### src/core/tcds_defines.svh
`ifndef TCDS_DEFINES_SVH
`define TCDS_DEFINES_SVH

// ----------------------------------------
// Register word addresses
// ----------------------------------------
`define TCDS_A_CH0 4'h0
`define TCDS_A_ERRB 4'h4
`define TCDS_A_CTRL 4'h5
`define TCDS_A_HILIM 4'h6
`define TCDS_A_LOLIM 4'h7
`define TCDS_A_IRQST 4'h8
`define TCDS_A_IRQMSK 4'h9
`define TCDS_A_STAT 4'hA

// ----------------------------------------
// Field positions and reset values
// ----------------------------------------
`define TCDS_B_RANGE 3
`define TCDS_B_SUPPLY 2
`define TCDS_C_VMODE 0
`define TCDS_C_OWSRC 1
`define TCDS_C_DOWN 2
`define TCDS_CTRL_RST 3'h2
`define TCDS_HI_RST 16'h3598
`define TCDS_LO_RST 16'hF574
`define TCDS_PIN_RST 2'h1

// ----------------------------------------
// Channel codes and scaling
// ----------------------------------------
`define TCDS_CODE_OVF 16'h7FFF
`define TCDS_CODE_UDF 16'h8000
`define TCDS_CODE_NOSUP 16'h7FFE
`define TCDS_CODE_DIAG 16'h0000
`define TCDS_V_OR_MAX 21'sh07EFF
`define TCDS_V_UR_MIN 21'sh1F8100
`define TCDS_V_SCALE 16'h587A
`define TCDS_V_SHIFT 16
`define TCDS_T_MUL 4'hA
`define TCDS_T_SHIFT 4
`define TCDS_OW_UV 20'h30D40

// ----------------------------------------
// Timing, milliseconds and clock in kHz
// ----------------------------------------
`define TCDS_UPD_MS 32'h195
`define TCDS_BLINK_MS 32'hFA
`define TCDS_CLK_KHZ 32'h186A0

`endif

### src/core/tcds_pkg.sv
package tcds_pkg;
  typedef enum logic [1:0] {CH_OK, CH_OVER, CH_UNDER, CH_OPEN} tcds_chst_t;
  typedef enum logic [1:0] {MS_RUN, MS_NOSUP, MS_DIAG} tcds_mst_t;
endpackage

### src/core/tcds_code_conv.sv
`timescale 1ns/1ns
`default_nettype none
`include "tcds_defines.svh"

module tcds_code_conv (
  input wire logic i_volt_mode,
  input wire logic i_ow_src_en,
  input wire logic i_down,
  input wire logic i_ow_det,
  input wire logic signed [19:0] i_uv,
  input wire logic signed [19:0] i_temp,
  input wire logic signed [15:0] i_hi_lim,
  input wire logic signed [15:0] i_lo_lim,
  output logic [15:0] o_code,
  output tcds_pkg::tcds_chst_t o_state
);
  import tcds_pkg::*;

  // ----------------------------------------
  // Magnitudes
  // ----------------------------------------
  // Scaling on the magnitude keeps negative codes mirror images
  wire uv_neg = i_uv[19];
  wire t_neg = i_temp[19];
  wire [19:0] uv_mag = uv_neg ? 20'(-i_uv) : i_uv;
  wire [19:0] t_mag = t_neg ? 20'(-i_temp) : i_temp;
  // voltage full scale
  wire [35:0] v_prod = 36'(uv_mag) * 36'(`TCDS_V_SCALE);
  wire [19:0] v_mag = 20'(v_prod >> `TCDS_V_SHIFT);
  // tenth degree units
  wire [23:0] t_prod = 24'(t_mag) * 24'(`TCDS_T_MUL);
  wire [19:0] t_div = 20'(t_prod >> `TCDS_T_SHIFT);
  wire [19:0] mag = i_volt_mode ? v_mag : t_div;
  wire neg = i_volt_mode ? uv_neg : t_neg;
  // two's complement value
  wire signed [20:0] val = neg ? -$signed({1'b0, mag}) : $signed({1'b0, mag});

  // ----------------------------------------
  // Band limits
  // ----------------------------------------
  wire signed [20:0] hi_ext = {{5{i_hi_lim[15]}}, i_hi_lim};
  wire signed [20:0] lo_ext = {{5{i_lo_lim[15]}}, i_lo_lim};
  // overrange band top
  wire signed [20:0] hi = i_volt_mode ? `TCDS_V_OR_MAX : hi_ext;
  // underrange band bottom
  wire signed [20:0] lo = i_volt_mode ? `TCDS_V_UR_MIN : lo_ext;
  // large input open
  wire big_in = uv_mag > `TCDS_OW_UV;
  wire open_w = big_in | (i_ow_det & i_ow_src_en);
  wire over = val > hi;
  wire under = val < lo;

  // ----------------------------------------
  // Code selection
  // ----------------------------------------
  // open wire code
  wire [15:0] ow_code = i_down ? `TCDS_CODE_UDF : `TCDS_CODE_OVF;
  // overflow saturation
  // underflow saturation
  assign o_code = open_w ? ow_code :
                  over ? `TCDS_CODE_OVF :
                  under ? `TCDS_CODE_UDF : val[15:0];
  assign o_state = open_w ? CH_OPEN : over ? CH_OVER : under ? CH_UNDER : CH_OK;
endmodule // tcds_code_conv
`default_nettype wire

### src/core/tcds_top.sv
// What this block does
// Every channel word to the host is a 16-bit two's complement value.
// Temperature codes count tenths of a degree.
// Voltage 80 mV full scale maps to 27648, negatives mirrored.
// Inputs above the overrange band report 32767.
// Inputs below the underrange band report -32768.
// Voltage codes 27649 to 32511 form the overrange band.
// Voltage codes -27649 to -32512 form the underrange band.
// Open wire gives -32768 or 32767, fault blinking, supply lamp on.
// Error byte bit 3 flags open wire or out of range only.
// Missing supply: bit 2 set, code 32766, lamps off, range bit clear.
// Diagnostic fault: configuration error, data 0000, fault on, supply lamp off.
// All channels refresh every 405 ms, only after a host read; the first update after reset copies without one.
// Without a host read, old values stay until the next update.
// Beyond about 200 mV, open wire is flagged even without current source.
// Host should read data at least once per update period.
// Host should switch off its own analog filtering.
// Fault free: conversion data, fault lamp off, supply lamp on, bits clear.
`timescale 1ns/1ns
`default_nettype none
`include "tcds_defines.svh"

module tcds_top #(
  parameter int UPD_CYC = `TCDS_UPD_MS * `TCDS_CLK_KHZ,
  parameter int BLINK_CYC = `TCDS_BLINK_MS * `TCDS_CLK_KHZ
) (
  input wire logic i_sys_clk,
  input wire logic i_srst,
  input wire logic [3:0] i_addr,
  input wire logic [15:0] i_wdata,
  input wire logic i_wr,
  input wire logic i_rd,
  output logic [15:0] o_rdata,
  input wire logic i_smp_valid,
  input wire logic [1:0] i_smp_ch,
  input wire logic signed [19:0] i_smp_uv,
  input wire logic signed [19:0] i_smp_temp,
  input wire logic i_smp_ow,
  input wire logic i_user_pwr_ok,
  input wire logic i_diag_fail,
  output logic o_ow_src_en,
  output logic o_fault_led,
  output logic o_supply_led,
  output logic o_cfg_err,
  output logic [7:0] o_err_byte,
  output logic o_irq
);
  import tcds_pkg::*;

  function automatic logic is_ch(input logic [3:0] a);
    is_ch = a[3:2] == 2'(`TCDS_A_CH0 >> 2);
  endfunction

  // ----------------------------------------
  // Pin synchronisers
  // ----------------------------------------
  logic [1:0] pin_m_r;
  logic [1:0] pin_s_r;
  always_ff @(posedge i_sys_clk) begin
    if (i_srst) begin
      pin_m_r <= `TCDS_PIN_RST;
      pin_s_r <= `TCDS_PIN_RST;
    end else begin
      pin_m_r <= {i_diag_fail, i_user_pwr_ok};
      pin_s_r <= pin_m_r;
    end
  end
  wire pwr_ok = pin_s_r[0];
  wire diag = pin_s_r[1];

  // ----------------------------------------
  // Software registers
  // ----------------------------------------
  logic [2:0] ctrl_r;
  logic [15:0] hi_r;
  logic [15:0] lo_r;
  logic [3:0] msk_r;
  // Address decode shared by the write strobes and the read mux
  wire at_errb = i_addr == `TCDS_A_ERRB;
  wire at_ctrl = i_addr == `TCDS_A_CTRL;
  wire at_hi = i_addr == `TCDS_A_HILIM;
  wire at_lo = i_addr == `TCDS_A_LOLIM;
  wire at_irqst = i_addr == `TCDS_A_IRQST;
  wire at_msk = i_addr == `TCDS_A_IRQMSK;
  wire at_stat = i_addr == `TCDS_A_STAT;
  wire wr_ctrl = i_wr & at_ctrl;
  wire wr_hi = i_wr & at_hi;
  wire wr_lo = i_wr & at_lo;
  wire wr_msk = i_wr & at_msk;
  wire wr_clr = i_wr & at_irqst;
  always_ff @(posedge i_sys_clk) begin
    if (i_srst) begin
      ctrl_r <= `TCDS_CTRL_RST;
      hi_r <= `TCDS_HI_RST;
      lo_r <= `TCDS_LO_RST;
      msk_r <= 4'h0;
    end else begin
      if (wr_ctrl) ctrl_r <= i_wdata[2:0];
      if (wr_hi) hi_r <= i_wdata;
      if (wr_lo) lo_r <= i_wdata;
      if (wr_msk) msk_r <= i_wdata[3:0];
    end
  end
  assign o_ow_src_en = ctrl_r[`TCDS_C_OWSRC];

  // ----------------------------------------
  // Module condition
  // ----------------------------------------
  tcds_mst_t mst_r;
  tcds_mst_t mst_nxt;
  // diagnostic is sticky
  always_comb begin
    case (mst_r)
      MS_RUN: mst_nxt = diag ? MS_DIAG : (!pwr_ok ? MS_NOSUP : MS_RUN);
      MS_NOSUP: mst_nxt = diag ? MS_DIAG : (pwr_ok ? MS_RUN : MS_NOSUP);
      MS_DIAG: mst_nxt = MS_DIAG;
      default: mst_nxt = MS_RUN;
    endcase
  end
  always_ff @(posedge i_sys_clk) begin
    if (i_srst) mst_r <= MS_RUN;
    else mst_r <= mst_nxt;
  end

  // ----------------------------------------
  // Conversion of incoming samples
  // ----------------------------------------
  logic [15:0] cv_code;
  tcds_chst_t cv_st;
  tcds_code_conv u_conv (
    .i_volt_mode(ctrl_r[`TCDS_C_VMODE]),
    .i_ow_src_en(ctrl_r[`TCDS_C_OWSRC]),
    .i_down(ctrl_r[`TCDS_C_DOWN]),
    .i_ow_det(i_smp_ow),
    .i_uv(i_smp_uv),
    .i_temp(i_smp_temp),
    .i_hi_lim(hi_r),
    .i_lo_lim(lo_r),
    .o_code(cv_code),
    .o_state(cv_st)
  );

  // ----------------------------------------
  // Update timing and host read tracking
  // ----------------------------------------
  logic [31:0] upd_cnt_r;
  logic [31:0] blk_cnt_r;
  logic blink_r;
  logic rd_flag_r;
  wire upd_tick = upd_cnt_r == 32'(UPD_CYC - 1);
  wire blk_tick = blk_cnt_r == 32'(BLINK_CYC - 1);
  wire host_ch_rd = i_rd & is_ch(i_addr);
  // refresh after read
  wire copy = upd_tick & rd_flag_r;
  // hold until read
  wire rd_flag_nxt = host_ch_rd | (rd_flag_r & ~upd_tick);
  always_ff @(posedge i_sys_clk) begin
    if (i_srst) begin
      upd_cnt_r <= 32'h0;
      blk_cnt_r <= 32'h0;
      blink_r <= 1'b0;
      rd_flag_r <= 1'b1;
    end else begin
      upd_cnt_r <= upd_tick ? 32'h0 : upd_cnt_r + 32'h1;
      blk_cnt_r <= blk_tick ? 32'h0 : blk_cnt_r + 32'h1;
      blink_r <= blink_r ^ blk_tick;
      rd_flag_r <= rd_flag_nxt;
    end
  end

  // ----------------------------------------
  // Channel staging and presented words
  // ----------------------------------------
  // Staging follows every sample; the host sees only the presented copy
  logic [15:0] stg_code_r [4];
  tcds_chst_t stg_st_r [4];
  logic [15:0] pres_r [4];
  logic [3:0] ch_bad;
  genvar gi;
  generate
    for (gi = 0; gi < 4; gi++) begin : g_ch
      wire ld = i_smp_valid & (i_smp_ch == 2'(gi));
      always_ff @(posedge i_sys_clk) begin
        if (i_srst) begin
          stg_code_r[gi] <= 16'h0000;
          stg_st_r[gi] <= CH_OK;
          pres_r[gi] <= 16'h0000;
        end else begin
          if (ld) begin
            stg_code_r[gi] <= cv_code;
            stg_st_r[gi] <= cv_st;
          end
          if (copy) pres_r[gi] <= stg_code_r[gi];
        end
      end
      assign ch_bad[gi] = stg_st_r[gi] != CH_OK;
    end
  endgenerate
  wire range_any = |ch_bad;

  // ----------------------------------------
  // Error byte and indicators
  // ----------------------------------------
  logic [7:0] err_r;
  logic fault_r;
  logic sup_r;
  // Registered so the configuration error moves in step with the lamps
  logic cfg_r;
  wire run = mst_r == MS_RUN;
  // range status bit
  wire range_bit = range_any & run;
  // supply bad bit
  wire sup_bit = (mst_r == MS_NOSUP) | !pwr_ok;
  wire [7:0] err_nxt = 8'(range_bit) << `TCDS_B_RANGE | 8'(sup_bit) << `TCDS_B_SUPPLY;
  // blinking fault lamp
  // fault lamp steady
  wire fault_nxt = (mst_r == MS_DIAG) | (range_bit & blink_r);
  // supply lamp on
  wire sup_nxt = run;
  always_ff @(posedge i_sys_clk) begin
    if (i_srst) begin
      err_r <= 8'h00;
      fault_r <= 1'b0;
      sup_r <= 1'b0;
      cfg_r <= 1'b0;
    end else begin
      err_r <= err_nxt;
      fault_r <= fault_nxt;
      sup_r <= sup_nxt;
      cfg_r <= mst_r == MS_DIAG;
    end
  end
  assign o_err_byte = err_r;
  assign o_fault_led = fault_r;
  assign o_supply_led = sup_r;
  assign o_cfg_err = cfg_r;

  // ----------------------------------------
  // Interrupt status
  // ----------------------------------------
  logic [3:0] irq_st_r;
  logic range_d_r;
  logic pwr_d_r;
  wire [3:0] irq_ev = {(mst_nxt == MS_DIAG) & (mst_r != MS_DIAG),
                       pwr_d_r & !pwr_ok, range_any & !range_d_r, copy};
  wire [3:0] irq_clr = wr_clr ? i_wdata[3:0] : 4'h0;
  // Set wins over a clear in the same cycle
  wire [3:0] irq_st_nxt = irq_ev | (irq_st_r & ~irq_clr);
  always_ff @(posedge i_sys_clk) begin
    if (i_srst) begin
      irq_st_r <= 4'h0;
      range_d_r <= 1'b0;
      pwr_d_r <= 1'b1;
    end else begin
      irq_st_r <= irq_st_nxt;
      range_d_r <= range_any;
      pwr_d_r <= pwr_ok;
    end
  end
  assign o_irq = |(irq_st_r & msk_r);

  // ----------------------------------------
  // Read port
  // ----------------------------------------
  // missing supply code
  // diagnostic zero data
  wire [15:0] ch_word = (mst_r == MS_DIAG) ? `TCDS_CODE_DIAG :
                        (mst_r == MS_NOSUP) ? `TCDS_CODE_NOSUP : pres_r[i_addr[1:0]];
  wire [15:0] stat_word = {10'h000, blink_r, rd_flag_r, range_any, mst_r, o_cfg_err};
  wire [15:0] rdata_nxt =
    !i_rd ? 16'h0000 :
    is_ch(i_addr) ? ch_word :
    at_errb ? {8'h00, err_r} :
    at_ctrl ? {13'h0000, ctrl_r} :
    at_hi ? hi_r :
    at_lo ? lo_r :
    at_irqst ? {12'h000, irq_st_r} :
    at_msk ? {12'h000, msk_r} :
    at_stat ? stat_word : 16'h0000;
  always_ff @(posedge i_sys_clk) begin
    if (i_srst) o_rdata <= 16'h0000;
    else o_rdata <= rdata_nxt;
  end

  // Channel 0 stands in for all four; the staging is one generate body
  wire [19:0] smp_mag = i_smp_uv[19] ? 20'(-i_smp_uv) : i_smp_uv;
endmodule // tcds_top
`default_nettype wire

### config.mk
export PLATFORM = sky130hd
export DESIGN_NAME = tcds_top
export DESIGN_NICKNAME = d
export VERILOG_FILES = /design/src/core/tcds_pkg.sv /design/src/core/tcds_code_conv.sv /design/src/core/tcds_top.sv
export VERILOG_INCLUDE_DIRS = /design/src /design/src/core
export SDC_FILE = /design/constraint.sdc
export NUM_CORES = 1
export LEC_CHECK = 0
export BUFFER_PORTS_ARGS = -buffer_cell sky130_fd_sc_hd__buf_2
export CAP_MARGIN = 20
export CORE_MARGIN = 4
export CORE_UTILIZATION = 57
export DETAILED_ROUTE_END_ITERATION = 7
export GPL_ROUTABILITY_DRIVEN = 0
export PLACE_DENSITY = 0.78
export SYNTH_ARGS = -nofsm -noshare
export SYNTH_HDL_FRONTEND = slang
export SYNTH_SLANG_ARGS = --single-unit
### constraint.sdc
create_clock -name i_sys_clk -period 9.4 [get_ports i_sys_clk]
set_clock_uncertainty 0.1 [all_clocks]
set_input_delay 0.47 -clock i_sys_clk [delete_from_list [all_inputs] [get_ports i_sys_clk]]
set_output_delay 0.47 -clock i_sys_clk [all_outputs]
set_load 0.05 [all_outputs]
==> metrics.yaml <==
dp_hpwl_um: 43560
clkTransAtPathRegs_ns: 0.07
synth_top_area_share_pct: 19.18
rsz0062_at_grt: "yes"
postLayoutSetupSlackWorst_ns: -0.1025
mappedNetlistArea_um2: 21290
die_h_um: 201.3
synth_edf_count: 136
numPortBuffers: 92
slew_viol_final: 0
synth_commonest_cells: "ha_1 (243), nand2_1 (205), nor2_1 (181), inv_1 (166), dfxtp_1 (138)"
num_vias: 19150
num_rows: 70
hp-class: "in -> reg"
wl_per_cell_um: 20.10
yosysTopAreaCell: "edfxtp_1"
violations: "setup timing"
crit_top_cell: "buf_4"
ys_seq_elements: 274
critPathSlowestCell: "fa_1"
worst_pin_slew_ns: 0.9053
syn_avg_cell_area_um2: 9.329
clk_latency_ns: 0.54
cts.sinks: 274
critPathMaxStageDelay_ns: 0.54
firstDrtPassIters: 7
arrival_ns: 9.73
grt_overflow: 0
final_nets: 2998
yosysSeqAreaShare_pct: 32.16
grt_pass1_vias: 18640
synth_area_leaders: "edfxtp_1 (19%), ha_1 (14%), dfxtp_1 (13%), fa_1 (6.5%), xnor2_1 (3.7%)"
cp.required_ns: 9.62
numCtsBuffers: 25
fillerInstances: 2379
setup_violations: 45
yosys.cell_count.top_type: "ha_1"
yosysWarnings: 0
cap_viol_max_count: 0
finalWirelength_um: 62380
ant_nets: 0
start_kind: "input port"
cp_max_fo: 15
period_minus_slack_ns: 9.502
die-area_um2: 40510
antenna_found_initial: 1
end_kind: "flop"
synthFlopType: "dfxtp_1"
ys_async_sr_fraction_pct: 0
floorplan.initialDensity_pct: 58.01
synthToLayoutAreaGrowth_pct: 25.62
cts_tree: "yes"
drive_above_1_share_pct: 26.64
timing.final.crit_share_pct: 101.1
relSlewSlack_pct: 38.09
grt_pass1_wl_um: 93650
io_pins: 99
drtIter0Drc: 1571
clk_path_buf_depth: 3
ys_types: 83
die_w_um: 201.3
status: "finished, violations left"
grt_usage_pct: 27.46
clock.fmax_mhz: 105.2
num_antenna_cells: 0
cts-root-buf: "clkbuf_16"
pre_cts_slack_ns: -0.8176
finalHoldViolations: 0
viasPerCell: 6.172
criticalPathCategory: "in -> reg"
drcViolationCount: 0
grt_max_degree: 70
netlist_instances: 2282
htree_levels: 1
core-area_um2: 36700
[placed cells by master (no fill, tap or decap), types with 26 or more instances in the layout]
cell,instances
nand3_1,48
nor2_1,170
buf_2,90
buf_4,283
nor3_1,36
inv_1,156
a21o_1,35
and2_1,74
edfxtp_1,136
xor2_1,56
o31ai_1,37
fa_1,68
dfxtp_1,137
o21ai_0,62
xnor2_1,79
ha_4,27
nand4_1,37
clkbuf_16,31
ha_1,212
nand2_1,195
o31ai_2,26
a21oi_1,94
[critical path: cells and delay by family]
kind / cells / cell delay, ns
xor+xnor: 2 / 0.39
simple gates: 12 / 2.83
fa+ha+maj: 8 / 3.08
compound gates: 6 / 1.07
buf+inv: 15 / 1.87
[layer usage]
| layer | track usage [%] | vias to the layer above | routed length (um) |
|---|---|---|---|
| met4 | 11.60 | 2 | 3304 |
| li1 | - | 8817 | - |
| met1 | 35.61 | 9217 | 23920 |
| met2 | 47.60 | 907 | 30900 |
| met5 | 0 | - | 15 |
| met3 | 2.224 | 210 | 4245 |
[cells by family after synthesis]
kind of cell	Yosys count	share of synthesized area (%)
fa+ha+maj	312	20.77
buf+inv	266	5.096
mux	37	2.703
other cells	1	0.01761
simple gates	757	17.53
flops	274	32.16
compound gates	479	15.23
xor+xnor	156	6.488
[final timing paths]
path                               start                              to  slack, ns  cells past startpoint
hold reg to reg    pin_m_r[0]$_SDFF_PP1_           pin_s_r[0]$_SDFF_PP1_       0.34                      1
setup / recovery             i_smp_uv[5]  stg_code_r[0][7]$_SDFFCE_PN0P_      -0.10                     43
hold / removal             i_user_pwr_ok           pin_m_r[0]$_SDFF_PP1_       0.02                      2
setup reg to reg  ctrl_r[0]$_SDFFE_PP0P_  stg_code_r[0][7]$_SDFFCE_PN0P_       3.82                     23
[flip-flops by register name, indices dropped and copies added, names as in the netlist, 8 cells and up]
| name | cells |
|---|---|
| blk_cnt_r | 32 |
| hi_r | 16 |
| lo_r | 16 |
| o_rdata | 16 |
| pres_r | 64 |
| stg_code_r | 64 |
| stg_st_r | 8 |
| upd_cnt_r | 32 |
[timing repair]
action                     CTS  global route
pin swaps                   26            83
hold endpoints to repair     0             0
gates resized for setup     58           197
setup endpoints to repair   72            72
cloned                       1             6
buffers inserted            23            28
hold buffers                 0             0
[stage by stage]
step	cell area (um^2)	instances	TNS, ns	utilization [%]	hold WS (ns)
after global routing	26740	3103	-23.97	72.88	0.02995
final	26740	3103	-1.366	72.88	0.01704
after floorplan	21560	2287	-8.721	-	0.2895
after CTS	25390	3071	0	69.20	0.01358
after global placement	24070	3001	-39.31	65.60	0.2984
after detailed placement	24070	3001	-55.34	65.60	0.3003
[final cells by class]
class                           count  area [um^2]  area share, %
Clock buffer                       30        685.7          2.564
Clock inverter                     16        130.1         0.4866
Inverter                          169        635.6          2.377
Multi-Input combinational cell   1747        14870          55.59
Sequential cell                   274         6848          25.60
Tap cell                          468        585.6          2.189
Timing Repair Buffer              399         2993          11.19
Power is left out: the tool's default activity adds up to more than one toggle a clock period on the data nets, which glitch-free logic cannot reach.
